$ cat src/design/osm_pkg.sv
/*
 * Package for the oscillator select and fail-safe monitor block: register
 * offsets, field positions, reset values, source codes and timing counts.
 * Assumes a 250 MHz system clock and a 32-bit Avalon-MM register slave.
 */
// Functional notes
// fail-safe monitor watches the system clock whenever not sleeping; the code does not count while the current source is fast RC
// on clock stop: force fast RC source and raise non-maskable interrupt
// sleep halts both system clock and monitor; no detection while asleep
// fast RC divider bits 26:24 divide by 1,2,4,8,16,32,64,256; reset 1; the code resets the field to 0 (divide by 1)
// bit 23 enables dream mode; resets to zero
// sleep two-speed bit 21: run fast RC until selected clock is ready
// read-only current oscillator field at bits 14:12 reports active source
// switch request resets to the two-speed start-up fuse value
// control writes only take effect after the unlock sequence
// bits 31:27, 22, 20:15 and 11 read zero and ignore writes
// peripheral bus clock one can never be switched off
// external clock or fast RC mode: clock pin carries bus clock one / 2
// flash fetches on system or bus clock five, programming on fast RC
// switch request bit 0 starts switch to new source; clears when done
// clock fail flag bit 3 set by hardware, cleared by software
// clock lock bit 7 blocks changes to clock selections
// sleep enable bit 4: wait enters sleep, otherwise idle
// current field updates in the same cycle switch request clears
package osm_pkg;
    localparam logic [3:0]  OSM_OFF_CTRL     = 4'h0;
    localparam logic [3:0]  OSM_OFF_UNLOCK   = 4'h4;
    localparam logic [3:0]  OSM_OFF_STATUS   = 4'h8;
    localparam logic [3:0]  OSM_OFF_MASK     = 4'hc;
    localparam logic [31:0] OSM_KEY_ONE      = 32'hAA99_6655;
    localparam logic [31:0] OSM_KEY_TWO      = 32'h5566_99AA;
    localparam int OSM_POS_DIV     = 24;
    localparam int OSM_POS_DREAM   = 23;
    localparam int OSM_POS_SLEEP_TWO_SPEED_STARTUP = 21;
    localparam int OSM_POS_CURRENT_OSCILLATOR    = 12;
    localparam int OSM_POS_NEW_OSCILLATOR    = 8;
    localparam int OSM_POS_LOCK    = 7;
    localparam int OSM_POS_SLEEP_ENABLE   = 4;
    localparam int OSM_POS_FAIL    = 3;
    localparam int OSM_POS_SWREQ   = 0;
    localparam logic [31:0] OSM_CTRL_WMASK = 32'h07A0_079F;
    localparam logic [2:0]  OSM_DIV_RESET  = 3'h0;
    localparam logic [2:0]  OSM_SRC_FRC    = 3'h0;
    localparam logic [2:0]  OSM_SRC_SYSTEM_PLL   = 3'h1;
    localparam logic [2:0]  OSM_SRC_PRIMARY_OSCILLATOR   = 3'h2;
    localparam logic [2:0]  OSM_SRC_USB_PLL   = 3'h3;
    localparam logic [2:0]  OSM_SRC_SOSC   = 3'h4;
    localparam logic [2:0]  OSM_SRC_LOW_POWER_RC   = 3'h5;
    localparam int OSM_EVT_FAIL   = 0;
    localparam int OSM_EVT_SWDONE = 1;
    localparam int OSM_NEVT       = 2;
    localparam int OSM_FAIL_NS    = 1000;
    localparam int OSM_CLK_MHZ    = 250;
    localparam int OSM_FAIL_CYC   = OSM_FAIL_NS * OSM_CLK_MHZ / 1000;
    localparam int OSM_UNLOCK_WIN = 8;
    typedef enum logic [1:0] {
        OSM_SW_IDLE = 2'b00,
        OSM_SW_WAIT = 2'b01,
        OSM_SW_DONE = 2'b11
    } osm_sw_e;
    function automatic logic [2:0] osm_field3(input logic [31:0] w,
                                              input int pos);
        osm_field3 = w[pos +: 3];
    endfunction
endpackage

$ cat src/design/osm_div_if.sv
/*
 * Interface from the control core to the clock enable generator.
 * Assumes a single system clock domain.
 */
`timescale 1ns/1ps
interface osm_div_if;
    logic [2:0] div_sel;
    logic       run;
    logic       frc_en;
    logic       pb1_half;
    modport ctrl (output div_sel, output run, input frc_en, input pb1_half);
    modport gen  (input div_sel, input run, output frc_en, output pb1_half);
endinterface

$ cat src/design/osm_clkgen.sv
/*
 * Clock enable generator: divided fast RC enable pulse and the half-rate
 * bus clock one toggle for the clock output pin.
 * Assumes the fast RC oscillator runs at the system clock rate.
 */
`timescale 1ns/1ps
module osm_clkgen
    import osm_pkg::*;
(
    input  wire logic i_clk_sys,
    input  wire logic i_reset_n,
    osm_div_if.gen    d
);
    logic [7:0] cnt_reg, cnt_next;
    logic       half_reg, half_next;
    logic [7:0] limit;

    always_comb begin
        // code 111 is divide by 256, not 128
        limit = (d.div_sel == 3'h7) ? 8'hFF : 8'(({7'h0, 1'b1} << d.div_sel) - 8'h1);
        cnt_next  = (cnt_reg >= limit) ? 8'h00 : cnt_reg + 8'h01;
        half_next = ~half_reg;
        if (!d.run) begin
            cnt_next = cnt_reg;
        end
    end

    always_ff @(posedge i_clk_sys or negedge i_reset_n) begin
        if (!i_reset_n) begin
            cnt_reg  <= 8'h00;
            half_reg <= 1'b0;
        end else begin
            cnt_reg  <= cnt_next;
            half_reg <= half_next;
        end
    end

    assign d.frc_en   = d.run && (cnt_reg >= limit);
    assign d.pb1_half = half_reg;
endmodule

$ cat src/design/osm_top.sv
/*
 * Oscillator select and fail-safe monitor: control register with unlock,
 * clock switch sequencer, clock activity watchdog, interrupt status.
 * Assumes source activity and ready flags synchronous to i_clk_sys.
 */
`timescale 1ns/1ps
module osm_top
    import osm_pkg::*;
#(
    parameter int FAIL_CYC = OSM_FAIL_CYC
)(
    input  wire logic        i_clk_sys,
    input  wire logic        i_reset_n,
    input  wire logic [3:0]  i_avs_address,
    input  wire logic        i_avs_read,
    input  wire logic        i_avs_write,
    input  wire logic [31:0] i_avs_writedata,
    input  wire logic [3:0]  i_avs_byteenable,
    output logic [31:0]      o_avs_readdata,
    output logic             o_avs_waitrequest,
    input  wire logic        i_two_speed_startup_fuse,
    input  wire logic [2:0]  i_fuse_new_oscillator,
    input  wire logic        i_system_clock_tick,
    input  wire logic [5:0]  i_source_ready,
    input  wire logic        i_wait_instr,
    input  wire logic        i_wake,
    input  wire logic        i_flash_program,
    output logic [2:0]       o_system_clock_source,
    output logic             o_failsafe_nmi,
    output logic             o_irq,
    output logic             o_sleeping,
    output logic             o_idle,
    output logic             o_dream_mode_enable,
    output logic             o_internal_fast_rc_en,
    output logic             o_clock_output_pin,
    output logic             o_flash_use_fast_rc
);
    osm_div_if d();
    osm_clkgen u_gen (
        .i_clk_sys (i_clk_sys),
        .i_reset_n (i_reset_n),
        .d         (d)
    );

    logic [31:0] ctrl_reg, ctrl_next;
    logic [1:0]  ustate_reg, ustate_next;
    logic [3:0]  uwin_reg, uwin_next;
    logic        strap_reg, strap_next;
    osm_sw_e     sw_reg, sw_next;
    logic [15:0] wd_reg, wd_next;
    logic        sleep_reg, sleep_next;
    logic        idle_reg, idle_next;
    logic        twospd_reg, twospd_next;
    logic [OSM_NEVT-1:0] stat_reg, stat_next, mask_reg, mask_next;
    logic [31:0] rdata_reg, rdata_next;
    logic        ack_reg, ack_next;
    logic        wreq_reg, wreq_next;
    logic [2:0]  src_reg, src_next;
    logic        nmi_reg, nmi_next;
    logic        irq_reg, irq_next;
    logic        clock_output_pin_reg, clock_output_pin_next;
    logic        flash_reg, flash_next;
    logic        frcen_reg;

    logic        req, wr_ok, fail_evt, done_evt;
    logic [2:0]  current_oscillator, new_oscillator;
    logic [31:0] wmask, be_mask;

    assign req  = (i_avs_read || i_avs_write) && !ack_reg;
    assign current_oscillator = osm_field3(ctrl_reg, OSM_POS_CURRENT_OSCILLATOR);
    assign new_oscillator = osm_field3(ctrl_reg, OSM_POS_NEW_OSCILLATOR);
    assign be_mask = {{8{i_avs_byteenable[3]}}, {8{i_avs_byteenable[2]}},
                      {8{i_avs_byteenable[1]}}, {8{i_avs_byteenable[0]}}};
    assign wr_ok = req && i_avs_write && (i_avs_address == OSM_OFF_CTRL)
                   && (ustate_reg == 2'd2);

    // unlock: two keys in a row, then a bounded window for one write
    always_comb begin
        ustate_next = ustate_reg;
        uwin_next   = uwin_reg;
        if (ustate_reg == 2'd2) begin
            uwin_next = uwin_reg - 4'h1;
            if (uwin_reg == 4'h0 || wr_ok) begin
                ustate_next = 2'd0;
            end
        end
        if (req && i_avs_write && i_avs_address == OSM_OFF_UNLOCK) begin
            if (i_avs_writedata == OSM_KEY_ONE) begin
                ustate_next = 2'd1;
            end else if (i_avs_writedata == OSM_KEY_TWO
                         && ustate_reg == 2'd1) begin
                ustate_next = 2'd2;
                uwin_next   = 4'(OSM_UNLOCK_WIN);
            end else begin
                ustate_next = 2'd0;
            end
        end
    end

    // clock watchdog, reloaded by each tick of the running clock
    always_comb begin
        wd_next  = wd_reg;
        fail_evt = 1'b0;
        if (sleep_reg) begin
            wd_next = 16'h0000;
        end else if (i_system_clock_tick) begin
            wd_next = 16'h0000;
        end else if (current_oscillator != OSM_SRC_FRC) begin
            if (wd_reg == 16'(FAIL_CYC - 1)) begin
                fail_evt = 1'b1;
                wd_next  = 16'h0000;
            end else begin
                wd_next = wd_reg + 16'h0001;
            end
        end
    end

    // sleep / idle on wait
    always_comb begin
        sleep_next  = sleep_reg;
        idle_next   = idle_reg;
        twospd_next = twospd_reg;
        if (i_wake) begin
            sleep_next  = 1'b0;
            idle_next   = 1'b0;
            twospd_next = sleep_reg && ctrl_reg[OSM_POS_SLEEP_TWO_SPEED_STARTUP];
        end else if (i_wait_instr) begin
            sleep_next = ctrl_reg[OSM_POS_SLEEP_ENABLE];
            idle_next  = !ctrl_reg[OSM_POS_SLEEP_ENABLE];
        end
        if (twospd_reg && i_source_ready[current_oscillator]) begin
            twospd_next = 1'b0;
        end
    end

    // control register and switch sequencer
    always_comb begin
        ctrl_next = ctrl_reg;
        sw_next   = sw_reg;
        done_evt  = 1'b0;
        strap_next = 1'b0;
        wmask = OSM_CTRL_WMASK & be_mask;
        if (ctrl_reg[OSM_POS_LOCK]) begin
            wmask[OSM_POS_NEW_OSCILLATOR +: 3] = 3'h0;
            wmask[OSM_POS_SWREQ]     = 1'b0;
            wmask[OSM_POS_LOCK]      = 1'b0;
        end
        if (wr_ok) begin
            ctrl_next = (ctrl_reg & ~wmask) | (i_avs_writedata & wmask);
        end
        if (strap_reg) begin
            ctrl_next[OSM_POS_SWREQ] = i_two_speed_startup_fuse;
            ctrl_next[OSM_POS_NEW_OSCILLATOR +: 3] = i_fuse_new_oscillator;
        end
        unique case (sw_reg)
            OSM_SW_IDLE: if (ctrl_reg[OSM_POS_SWREQ]) begin
                sw_next = OSM_SW_WAIT;
            end
            OSM_SW_WAIT: if (i_source_ready[new_oscillator]) begin
                sw_next = OSM_SW_DONE;
            end
            OSM_SW_DONE: begin
                ctrl_next[OSM_POS_CURRENT_OSCILLATOR +: 3] = new_oscillator;
                ctrl_next[OSM_POS_SWREQ] = 1'b0;
                done_evt = 1'b1;
                sw_next  = OSM_SW_IDLE;
            end
            default: sw_next = OSM_SW_IDLE;
        endcase
        if (fail_evt) begin
            ctrl_next[OSM_POS_FAIL] = 1'b1;
            ctrl_next[OSM_POS_CURRENT_OSCILLATOR +: 3] = OSM_SRC_FRC;
            ctrl_next[OSM_POS_SWREQ] = 1'b0;
            sw_next = OSM_SW_IDLE;
        end
        ctrl_next = ctrl_next & OSM_CTRL_WMASK | (ctrl_next & 32'h0000_7000);
    end

    // status, mask, bus answer, outputs
    always_comb begin
        stat_next = stat_reg;
        mask_next = mask_reg;
        if (req && i_avs_write && i_avs_address == OSM_OFF_STATUS) begin
            stat_next = stat_reg & ~i_avs_writedata[OSM_NEVT-1:0];
        end
        if (req && i_avs_write && i_avs_address == OSM_OFF_MASK) begin
            mask_next = i_avs_writedata[OSM_NEVT-1:0];
        end
        // set wins over clear
        stat_next[OSM_EVT_FAIL]   = stat_next[OSM_EVT_FAIL] | fail_evt;
        stat_next[OSM_EVT_SWDONE] = stat_next[OSM_EVT_SWDONE] | done_evt;
        ack_next   = req;
        wreq_next  = !req;
        rdata_next = 32'h0000_0000;
        if (req && i_avs_read) begin
            unique case (i_avs_address)
                OSM_OFF_CTRL:   rdata_next = ctrl_reg;
                OSM_OFF_UNLOCK: rdata_next = {30'h0, ustate_reg};
                OSM_OFF_STATUS: rdata_next = 32'(stat_reg);
                OSM_OFF_MASK:   rdata_next = 32'(mask_reg);
                default:        rdata_next = 32'h0000_0000;
            endcase
        end
        // next value, so the selected source never shows for a cycle on wake
        src_next = (twospd_next || fail_evt) ? OSM_SRC_FRC
                   : osm_field3(ctrl_next, OSM_POS_CURRENT_OSCILLATOR);
        nmi_next = (nmi_reg || fail_evt) && ctrl_next[OSM_POS_FAIL];
        irq_next = |(stat_next & mask_next);
        clock_output_pin_next = (current_oscillator == OSM_SRC_FRC || current_oscillator == OSM_SRC_PRIMARY_OSCILLATOR)
                    ? d.pb1_half : 1'b0;
        flash_next = i_flash_program;
    end

    assign d.div_sel = osm_field3(ctrl_reg, OSM_POS_DIV);
    assign d.run     = !sleep_reg;

    always_ff @(posedge i_clk_sys or negedge i_reset_n) begin
        if (!i_reset_n) begin
            ctrl_reg   <= 32'h0000_0000;
            ustate_reg <= 2'd0;
            uwin_reg   <= 4'h0;
            strap_reg  <= 1'b1;
            sw_reg     <= OSM_SW_IDLE;
            wd_reg     <= 16'h0000;
            sleep_reg  <= 1'b0;
            idle_reg   <= 1'b0;
            twospd_reg <= 1'b0;
            stat_reg   <= '0;
            mask_reg   <= '0;
            rdata_reg  <= 32'h0000_0000;
            ack_reg    <= 1'b0;
            wreq_reg   <= 1'b1;
            src_reg    <= OSM_SRC_FRC;
            nmi_reg    <= 1'b0;
            irq_reg    <= 1'b0;
            clock_output_pin_reg   <= 1'b0;
            flash_reg  <= 1'b0;
            frcen_reg  <= 1'b0;
        end else begin
            ctrl_reg   <= ctrl_next;
            ustate_reg <= ustate_next;
            uwin_reg   <= uwin_next;
            strap_reg  <= strap_next;
            sw_reg     <= sw_next;
            wd_reg     <= wd_next;
            sleep_reg  <= sleep_next;
            idle_reg   <= idle_next;
            twospd_reg <= twospd_next;
            stat_reg   <= stat_next;
            mask_reg   <= mask_next;
            rdata_reg  <= rdata_next;
            ack_reg    <= ack_next;
            wreq_reg   <= wreq_next;
            src_reg    <= src_next;
            nmi_reg    <= nmi_next;
            irq_reg    <= irq_next;
            clock_output_pin_reg   <= clock_output_pin_next;
            flash_reg  <= flash_next;
            frcen_reg  <= d.frc_en;
        end
    end

    assign o_avs_readdata        = rdata_reg;
    assign o_avs_waitrequest     = wreq_reg;
    assign o_system_clock_source = src_reg;
    assign o_failsafe_nmi        = nmi_reg;
    assign o_irq                 = irq_reg;
    assign o_sleeping            = sleep_reg;
    assign o_idle                = idle_reg;
    assign o_dream_mode_enable   = ctrl_reg[OSM_POS_DREAM];
    assign o_internal_fast_rc_en = frcen_reg;
    assign o_clock_output_pin    = clock_output_pin_reg;
    assign o_flash_use_fast_rc   = flash_reg;
endmodule

$ cat config.mk
export PLATFORM = sky130hd
export DESIGN_NAME = osm_top
export DESIGN_NICKNAME = d
export VERILOG_FILES = /design/src/design/osm_pkg.sv /design/src/design/osm_div_if.sv /design/src/design/osm_clkgen.sv /design/src/design/osm_top.sv
export SDC_FILE = /design/constraint.sdc
export NUM_CORES = 1
export LEC_CHECK = 0
export BUFFER_PORTS_ARGS = -buffer_cell sky130_fd_sc_hd__buf_4
export CAP_MARGIN = 25
export CORE_UTILIZATION = 54
export CTS_CLUSTER_DIAMETER = 120
export DETAILED_ROUTE_END_ITERATION = 6
export PLACE_DENSITY = 0.8
export SLEW_MARGIN = 40
export SYNTH_ARGS = -nofsm -noshare
export SYNTH_HDL_FRONTEND = slang
export SYNTH_SLANG_ARGS = --single-unit
$ cat constraint.sdc
create_clock -name i_clk_sys -period 3.85 [get_ports i_clk_sys]
set_clock_uncertainty 0.1 [all_clocks]
set_input_delay 0.9625 -clock i_clk_sys [delete_from_list [all_inputs] [get_ports i_clk_sys]]
set_output_delay 0.9625 -clock i_clk_sys [all_outputs]
set_load 0.01 [all_outputs]
==> run_results.csv, run 1 <==
group,metric,value,unit
power_and_ir_drop,p_total,2.22,mW
synthesis,yosys_register_bits,85,
sta,slew_viol_final,0,
setup_path,cp.arrival,3370,ps
global_routing,grt.overflow.total,0,
synthesis,yosysTopAreaCell,"dfrtp_1",
setup_path,path_cells,"or3_1 -> ha_1 -> nand3_1 -> o21a_1 -> o22ai_1 -> ha_1 -> a211oi_1 -> o21ai_0 -> a21o_1 -> or4_1 -> o21ai_0",
floorplan,die_width,92.4,µm
run_status,status,"completed",
setup_path,worstSetupStartpointType,"register",
synthesis,synth_edf_count,0,
sta,tightest_slew,722,ps
setup_path,cp_num_buf_inv,0,
synthesis,synthCells,424,
sta,hold_viol_final,0,
setup_path,slowest_stage,"dfrtp_1",
routing,ant_nets,0,
place,finalWeightedCongestion,0.860,
routing,wire_per_inst,16.0,µm
floorplan,num_rows,32,
power_and_ir_drop,leakagePower,2.55,nW
setup_path,cp_data_required_time,4020,ps
sta,finalSetupTns,0,ps
global_routing,met3_usage,0.0665,
clock_tree,htreeDepth,3,
global_routing,grt_first_pass_wirelength,16.2,mm
synthesis,ys_async_sr_fraction,1.00,
final_layout,drive_gt1_frac,0.262,
floorplan,pin_count,102,
sta,finalSetupViolCount,0,
global_routing,met1_usage,0.320,
place,dpl_cell_area,5090,µm²
synthesis,yosys_warnings,0,
final_layout,syn2layout_area_growth,21.0,%
synthesis,ys_seq_area_frac,0.483,
sta,timing.fmax,312,MHz
hold_path,worstHoldPathType,"reg2reg",
routing,viasPerCell,5.67,
setup_path,critPathTopFamily,"simple AND/OR/NAND/NOR gates",
setup_path,path_max_fanout,13,
power_and_ir_drop,ir_drop,0.288,mV
setup_path,slowest_delay,510,ps
global_routing,grt_pass1_vias,3440,
synthesis,yosys-top-cells-area,"dfrtp_1 47%, mux2i_1 3.9%, ha_1 3.7%",
clock_tree,clk_latency,350,ps
power_and_ir_drop,p_per_area,415,nW/µm²
place,dpl.hpwl,7.33,mm
floorplan,die_h,92.4,µm
clock_tree,cts.clk_slew.worst_paths,90,ps
final_layout,nFillCells,638,
synthesis,synth_flop_cell,"dfrtp_1",
setup_path,path_class,"reg2reg",
sta,fin_crit,3200,ps
clock_tree,clk_path_buf_depth,2,
final_layout,fin_area,5340,µm²
clock_tree,clockRootBuffer,"clkbuf_8",
final_layout,antenna_cells,0,
clock_tree,clkSinkCount,85,
setup_path,critPathCaptureType,"register",
floorplan,initial_utilization,0.565,
routing,num_vias,3497,
place,numPortBuffers,86,
sta,rsz0062_at_grt,"no",
floorplan,core,7810,µm²
final_layout,finalNetCount,581,
clock_tree,cts_buffers,9,
routing,firstDrtPassIters,4,
synthesis,yosysUniqueCellTypes,60,
global_routing,grt_antenna_before_repair,0,
flow_run,max_cap_violations,0,
global_routing,use_met2,0.402,
sta,slew_headroom,0.518,
global_routing,grt_busiest_layer,"met2",
sta,fin_crit_sh,0.831,
clock_tree,cts_setup_buffers,0,
routing,drt_wl_total,9.84,mm
synthesis,synth_top_area_frac,0.471,
floorplan,die_area,8530,µm²
routing,drt_iter0_drc,173,
global_routing,grt_max_degree,52,
synthesis,syn_area,4410,µm²
clock_tree,cts-resized-gates,0,
clock_tree,cts_tree,"done",
synthesis,avgSynthCellArea,10.4,µm²
routing,drc,0,
global_routing,grt_usage,0.242,
clock_tree,cts_hold_buf,0,
-- cells by family after synthesis --
kind of cell | Yosys count | synth area share
multiplexers | 32 | 0.0871
AO/OA/AOI/OAI | 71 | 0.101
adder cells (fa/ha/maj) | 13 | 0.0369
flip-flops | 85 | 0.483
buffers and inverters | 46 | 0.0553
AND/OR/NAND/NOR | 172 | 0.228
other | 1 | 0.000850
XOR/XNOR | 4 | 0.00794
-- synth_stat cells (all sizes together), types with 3 or more instances --
cell type,instances
dfrtp,83
nand2,34
nor2,31
buf,18
o21ai,18
inv,17
mux2i,17
nand3,17
a21oi,16
and2,14
nor3,14
ha,13
clkbuf,11
mux2,11
nor4bb,11
a31oi,9
a21o,6
nand2b,6
nand4,6
or3,6
nor4,5
a22o,4
mux4,4
nor2b,4
or4,4
nor4b,3
o21bai,3
or2,3
-- final cells by class --
type	instances	area, µm²	share of cell area
well taps	102	128	0.0239
clock buffers	10	138	0.0258
flip-flops and latches	85	2130	0.399
inverters	17	63.8	0.0120
repair buffers	89	668	0.125
clock inverters	6	110	0.0206
multi-input cells	308	2100	0.393
-- power by group --
| part | switching, mW | internal (mW) | leakage (nW) |
|---|---|---|---|
| clock | 0.318 | 0.447 | 0.119 |
| combinational | 0.207 | 0.197 | 1.32 |
| sequential | 0.0732 | 0.972 | 1.11 |
-- per-stage QoR --
step / hold WS (ps) / instances / utilization / setup WS [ps]
after global routing: 333 / 617 / 0.683 / 530
after CTS: 313 / 617 / 0.683 / 677
after global placement: 298 / 601 / 0.651 / 844
after floorplan: 282 / 439 / - / 922
after detailed placement: 301 / 601 / 0.652 / 748
final: 310 / 617 / 0.683 / 649
-- worst paths after layout --
path                                        from                end  slack (ps)  depth (start not counted)
worst max register to register          register   u_gen.cnt_reg[3]         650                         11
min in group asynchronous              i_reset_n   u_gen.cnt_reg[4]         510                          1
worst min-delay path            u_gen.d.pb1_half   u_gen.d.pb1_half         310                          1
worst max-delay path                    register   u_gen.cnt_reg[3]         650                         11
worst min register to register  u_gen.d.pb1_half   u_gen.d.pb1_half         310                          1
max in group asynchronous              i_reset_n  o_avs_waitrequest        2400                          2
-- placed cells by master, fill, tap and decap left out, drive strengths merged, types with 3 or more instances in the layout --
cell type and instances:
nand4 6, or3 6, nor3 14, ha 13, bufinv 3, buf 89
mux2i 17, nor2b 4, dfrtp 83, conb 16, a22o 4, nand2 34
mux2 11, a21oi 16, or2 3, nand3 17, inv 17, nor2 31
mux4 4, nor4b 3, and2 14, a31oi 9, nor4bb 11, or4 4
a21o 6, o21ai 18, nor4 5, clkbuf 10, o21bai 3, nand2b 6
-- metal layers --
| layer | vias to the layer above | wire length (µm) |
|---|---|---|
| li1 | 1673 | - |
| met1 | 1714 | 4390 |
| met2 | 103 | 4860 |
| met3 | 7 | 541 |
| met4 | 0 | 57 |
| met5 | - | 0 |
Power figures use the tool's default switching activity.
==> run 2, diff against run 1 <==
Settings changed: ABC_AREA set to 1, CORE_UTILIZATION 54 to 49, PLACE_DENSITY 0.8 to 0.76.
Clock period 3.85 ns to 2.9 ns, I/O delays scaled along.
==> run 2 against run 1 <==
  * Non-clock buffer count stayed put
  * Highest routed layer unchanged
  * Clock power is 5.4% higher
  * Register-to-register slack lost 310 ps
  * Sequential share of layout area decreased by 1.6 points
==> run_results.csv, run 2 <==
group,metric,value,unit
clock_tree,clk_latency,350,ps
power_and_ir_drop,swShare,0.317,
setup_path,path_class,"reg2reg",
sta,rsz0062_at_grt,"no",
power_and_ir_drop,p_comb_frac,0.236,
sta,hold_viol_final,0,
clock_tree,clkSinkCount,85,
final_layout,fin_util,0.604,
floorplan,die_area,9840,µm²
global_routing,grt_usage,0.228,
clock_tree,cts_hold_buf,0,
sta,fin_crit_sh,0.881,
sta,fin_ws,344,ps
global_routing,grt_max_degree,44,
floorplan,pin_count,102,
synthesis,yosysMostFrequentCell,"nand2_1",
global_routing,grt_antenna_before_repair,0,
sta,finalSetupViolCount,0,
run_status,status,"completed",
synthesis,synth_edf_count,0,
setup_path,cp_data_required_time,3030,ps
place,dp_cells,799,
routing,num_vias,4224,
power_and_ir_drop,power.switching,0.924,mW
global_routing,grt_first_pass_wirelength,17.9,mm
routing,ant_nets,0,
clock_tree,cts-resized-gates,0,
routing,drc,0,
power_and_ir_drop,p_seq_frac,0.487,
synthesis,ys_seq_area_frac,0.460,
routing,viasPerCell,5.19,
clock_tree,cts_setup_buffers,0,
floorplan,num_rows,35,
clock_tree,htreeDepth,3,
clock_tree,cts_buffers,9,
hold_path,worstHoldPathType,"in2async",
final_layout,layoutNonFillerInstCount,814,
setup_path,path_max_fanout,7,
place,finalWeightedCongestion,0.909,
power_and_ir_drop,ir_drop,0.381,mV
floorplan,initial_utilization,0.503,
sta,fin_crit,2560,ps
setup_path,critPathCaptureType,"register",
routing,drt_iter0_drc,227,
clock_tree,cts_tree,"done",
floorplan,die_width,99.2,µm
synthesis,yosys_warnings,0,
routing,wire_per_inst,13.2,µm
routing,firstDrtPassIters,5,
flow_run,max_cap_violations,0,
synthesis,yosys-top-cells-area,"dfrtp_1 45%, nand2_1 12%, nor2_1 6.6%",
power_and_ir_drop,p_total,2.91,mW
place,pre_cts_slack,192,ps
synthesis,yosysUniqueCellTypes,34,
sta,finalSetupTns,0,ps
clock_tree,cts.clk_slew.worst_paths,80,ps
setup_path,cp.arrival,2690,ps
setup_path,worstSetupStartpointType,"register",
final_layout,final_common_cell,"nand2_1",
synthesis,yosys_register_bits,85,
setup_path,reg2regPathDepth,12,
synthesis,yosysTopAreaCell,"dfrtp_1",
place,dpl.hpwl,8.30,mm
sta,hold_slack,264,ps
sta,timing.fmax,391,MHz
synthesis,syn_area,4630,µm²
clock_tree,clockRootBuffer,"clkbuf_8",
floorplan,die_h,99.2,µm
synthesis,synth_flop_cell,"dfrtp_1",
power_and_ir_drop,p_int,1.99,mW
power_and_ir_drop,p_per_area,524,nW/µm²
final_layout,final_cell_mix,"145 x nand2_1, 88 x buf_4, 83 x dfrtp_1",
synthesis,netlist_top_cells_count,"145 x nand2_1, 83 x dfrtp_1, 82 x nor2_1",
routing,drt_wl_total,10.8,mm
global_routing,grt.overflow.total,0,
power_and_ir_drop,leakagePower,2.83,nW
place,numPortBuffers,86,
final_layout,fin_area,5560,µm²
synthesis,ys_async_sr_fraction,1.00,
synthesis,synthCells,604,
final_layout,antenna_cells,0,
final_layout,syn2layout_area_growth,20.0,%
final_layout,drive_gt1_frac,0.178,
final_layout,finalNetCount,770,
clock_tree,clk_path_buf_depth,2,
floorplan,core,9200,µm²
synthesis,avgSynthCellArea,7.66,µm²
place,dpl_cell_area,5370,µm²
power_and_ir_drop,clock_power_share,0.277,
sta,slew_headroom,0.550,
sta,tightest_slew,673,ps
global_routing,grt_pass1_vias,3924,
synthesis,synth_top_area_frac,0.449,
sta,slew_viol_final,0,
setup_path,ff2ff_setup_slack,340,ps
## run 2: worst max-delay path, cell delays in order (launching register included)
cell	delay (ps)
dfrtp_1	420
nor2_1	250
nand2_1	90
ha_1	240
inv_1	110
nor2_1	50
o21ai_0	170
inv_1	70
ha_1	270
nand2_1	60
o21a_1	220
a21oi_2	300
nor2_1	90
## run 2: logic make-up (layout without fill, tap and decap cells)
group,after synthesis,after routing,synth area share
adder cells (fa/ha/maj),13,13,0.0351
XOR/XNOR,14,14,0.0265
AO/OA/AOI/OAI,64,64,0.0792
other,1,16,0.000810
flip-flops,85,85,0.460
buffers and inverters,108,192,0.101
AND/OR/NAND/NOR,319,319,0.298
## run 2: path summary, 6_finish.rpt
kind / to
setup / recovery: u_gen.cnt_reg[7]
hold / removal: wd_reg[15]
setup reg to reg: u_gen.cnt_reg[7]
hold reg to reg: u_gen.d.pb1_half
max in group asynchronous: strap_reg
min in group i_clk_sys: u_gen.d.pb1_half
## run 2: power by group through the flow
stage               Sequential, mW  Combinational, mW  Clock (mW)
finish                        1.42              0.688       0.807
global route                  1.43              0.780       0.865
CTS                           1.42              0.685       0.826
detailed placement            1.44              0.680           0
global placement              1.44              0.664           0
floorplan                     1.44              0.437           0
## run 2: layout make-up
class,count,area [µm²]
clock buffer,11,131
clock inverter,4,50.0
fill,797,3640
inverter,88,330
multi-input combinational,426,2090
sequential,85,2130
tap,111,139
timing repair buffer,89,681
## run 2: routing by layer
layer	up-vias	share of wire	global-route usage
li1	2091	-	-
met1	2000	0.43	0.301
met2	120	0.51	0.385
met3	13	0.044	0.0274
met4	0	0.016	0.0894
met5	-	0	0
==> run 3, diff against run 2 <==
--- a/config.mk
+++ b/config.mk
@@ -9,8 +9,10 @@
 export BUFFER_PORTS_ARGS = -buffer_cell sky130_fd_sc_hd__buf_4
 export CAP_MARGIN = 25
-export CORE_UTILIZATION = 49
+export CELL_PAD_IN_SITES_DETAIL_PLACEMENT = 1
+export CELL_PAD_IN_SITES_GLOBAL_PLACEMENT = 1
+export CORE_UTILIZATION = 36
 export CTS_CLUSTER_DIAMETER = 120
 export DETAILED_ROUTE_END_ITERATION = 6
-export PLACE_DENSITY = 0.76
+export PLACE_DENSITY_LB_ADDON = 0.1
 export SLEW_MARGIN = 40
 export SYNTH_ARGS = -nofsm -noshare
--- a/constraint.sdc
+++ b/constraint.sdc
@@ -3,3 +3,3 @@
 set_input_delay 0.725 -clock i_clk_sys [delete_from_list [all_inputs] [get_ports i_clk_sys]]
 set_output_delay 0.725 -clock i_clk_sys [all_outputs]
-set_load 0.01 [all_outputs]
+set_load 0.1 [all_outputs]
==> run 3 against run 2 <==
  * Hold slack better by 7.1 ps
  * Register-to-register slack better by 20 ps
  * First-iteration DRC count fell by 41%
  * Critical endpoint unchanged
  * Highest routed layer unchanged
  * Routed wire length grew 21%
==> run_results.csv, run 3 (synthesized netlist as in run 2, its figures left out) <==
group,metric,value,unit
run_status,status,"completed",
routing,num_vias,4235,
sta,slew_headroom,0.490,
place,dpl.hpwl,10.2,mm
setup_path,cp.arrival,2650,ps
floorplan,die_h,115,µm
setup_path,critPathCaptureType,"register",
clock_tree,cts_tree,"done",
power_and_ir_drop,p_total,3.67,mW
final_layout,finalNetCount,770,
place,numPortBuffers,86,
global_routing,grt.overflow.total,0,
setup_path,slowest_stage,"dfrtp_1",
clock_tree,cts_buffers,9,
routing,wire_per_inst,14.9,µm
floorplan,core,12600,µm²
routing,firstDrtPassIters,4,
routing,drt_wl_total,13.0,mm
final_layout,fin_util,0.458,
setup_path,slowest_delay,430,ps
routing,ant_nets,0,
flow_run,max_cap_violations,0,
global_routing,grt_pass1_vias,4500,
setup_path,critPathTopFamily,"compound AO/OA/AOI/OAI gates",
global_routing,grt_antenna_before_repair,0,
clock_tree,clk_path_buf_depth,2,
clock_tree,clk_latency,340,ps
floorplan,pin_count,102,
hold_path,worstHoldPathType,"in2async",
final_layout,seq_area,2130,µm²
sta,hold_viol_final,0,
setup_path,path_cells,"nor2_1 -> nand2_1 -> ha_1 -> inv_1 -> nor2_1 -> o21ai_0 -> inv_1 -> ha_1 -> nand2_1 -> o21a_1 -> a21oi_2 -> nor2_1",
setup_path,worstSetupStartpointType,"register",
global_routing,grt_max_degree,40,
setup_path,path_max_fanout,7,
clock_tree,clkSinkCount,85,
setup_path,cp_num_buf_inv,2,
clock_tree,htreeDepth,3,
power_and_ir_drop,ir_drop,0.266,mV
floorplan,num_rows,41,
sta,rsz0062_at_grt,"no",
final_layout,multi_input_area,2090,µm²
sta,timing.fmax,395,MHz
final_layout,final_cell_mix,"145 x nand2_1, 88 x buf_4, 83 x dfrtp_1",
floorplan,die_width,115,µm
sta,finalSetupTns,0,ps
sta,fin_crit_sh,0.874,
clock_tree,clockRootBuffer,"clkbuf_16",
clock_tree,cts.clk_slew.worst_paths,60,ps
power_and_ir_drop,leakagePower,2.91,nW
global_routing,grt_usage,0.212,
power_and_ir_drop,p_per_area,637,nW/µm²
clock_tree,cts_setup_buffers,0,
setup_path,path_common_cell,"nor2_1",
global_routing,grt_first_pass_wirelength,21.5,mm
sta,tightest_slew,763,ps
final_layout,final_common_cell,"nand2_1",
clock_tree,cts_hold_buf,0,
final_layout,drive_gt1_frac,0.182,
place,finalWeightedCongestion,0.837,
final_layout,nFillCells,1596,
final_layout,syn2layout_area_growth,24.5,%
final_layout,antenna_cells,0,
setup_path,path_class,"reg2reg",
floorplan,initial_utilization,0.368,
sta,fin_crit,2530,ps
sta,finalSetupViolCount,0,
routing,drc,0,
sta,slew_viol_final,0,
setup_path,cp_data_required_time,3010,ps
routing,drt_iter0_drc,135,
routing,viasPerCell,4.83,
floorplan,die_area,13300,µm²
-- run 3: changes by cell type in the layout (fill, tap and decap cells not counted) --
cell / change
clkbuf_8: -6
clkinvlp_4: -2
clkbuf_1: -2
clkbuf_16: +9
clkinv_2: +2
-- run 3: area by class of cell --
class / instances / share of cell area
clock inverters: 4 / 0.00782
well taps: 172 / 0.0374
multi-input cells: 426 / 0.364
flip-flops and latches: 85 / 0.370
clock buffers: 12 / 0.0463
repair buffers: 89 / 0.118
inverters: 88 / 0.0573
-- run 3: through the flow --
step	instance area [µm²]	hold WS, ps	std cells	setup WS (ps)
after detailed placement	5450	307	860	193
after CTS	5760	292	876	178
after global routing	5760	308	876	124
after global placement	5450	295	860	370
final	5760	271	876	366
after floorplan	4690	282	619	579
-- run 3: layer usage --
metal / vias up / GRT usage / share of wire
met3: 16 / 0.0258 / 0.027
met5: - / 0 / 0
met4: 0 / 0.0753 / 0.015
met2: 72 / 0.372 / 0.50
met1: 2054 / 0.269 / 0.46
li1: 2093 / - / -
-- run 3: worst paths after layout --
check | startpoint | to | slack (ps) | cells past startpoint
max | register | u_gen.cnt_reg[7] | 370 | 12
min | i_reset_n | wd_reg[11] | 270 | 1
max reg2reg | register | u_gen.cnt_reg[7] | 370 | 12
min reg2reg | u_gen.d.pb1_half | u_gen.d.pb1_half | 310 | 1
max in group asynchronous | i_reset_n | strap_reg | 1710 | 2
min in group i_clk_sys | u_gen.d.pb1_half | u_gen.d.pb1_half | 310 | 1
-- run 3: worst reg2reg max path, delay by kind of cell, from the launching register on --
family | cells | cell delay [ps]
buffers and inverters | 2 | 160
AOI/OAI and AO/OA | 3 | 670
adders and majority gates | 2 | 500
and+or+nand+nor | 5 | 540
DFF | 1 | 430
-- run 3: timing repair --
action / in CTS / in global routing
gates resized for setup: 0 / 1
endpoints found under the hold margin: 0 / 0
setup endpoints to repair: 0 / 6
-- run 3: power breakdown --
group	leakage [nW]	internal, mW	switching (mW)
clock	0.158	0.734	0.475
sequential	1.10	1.32	0.113
combinational	1.65	0.286	0.747
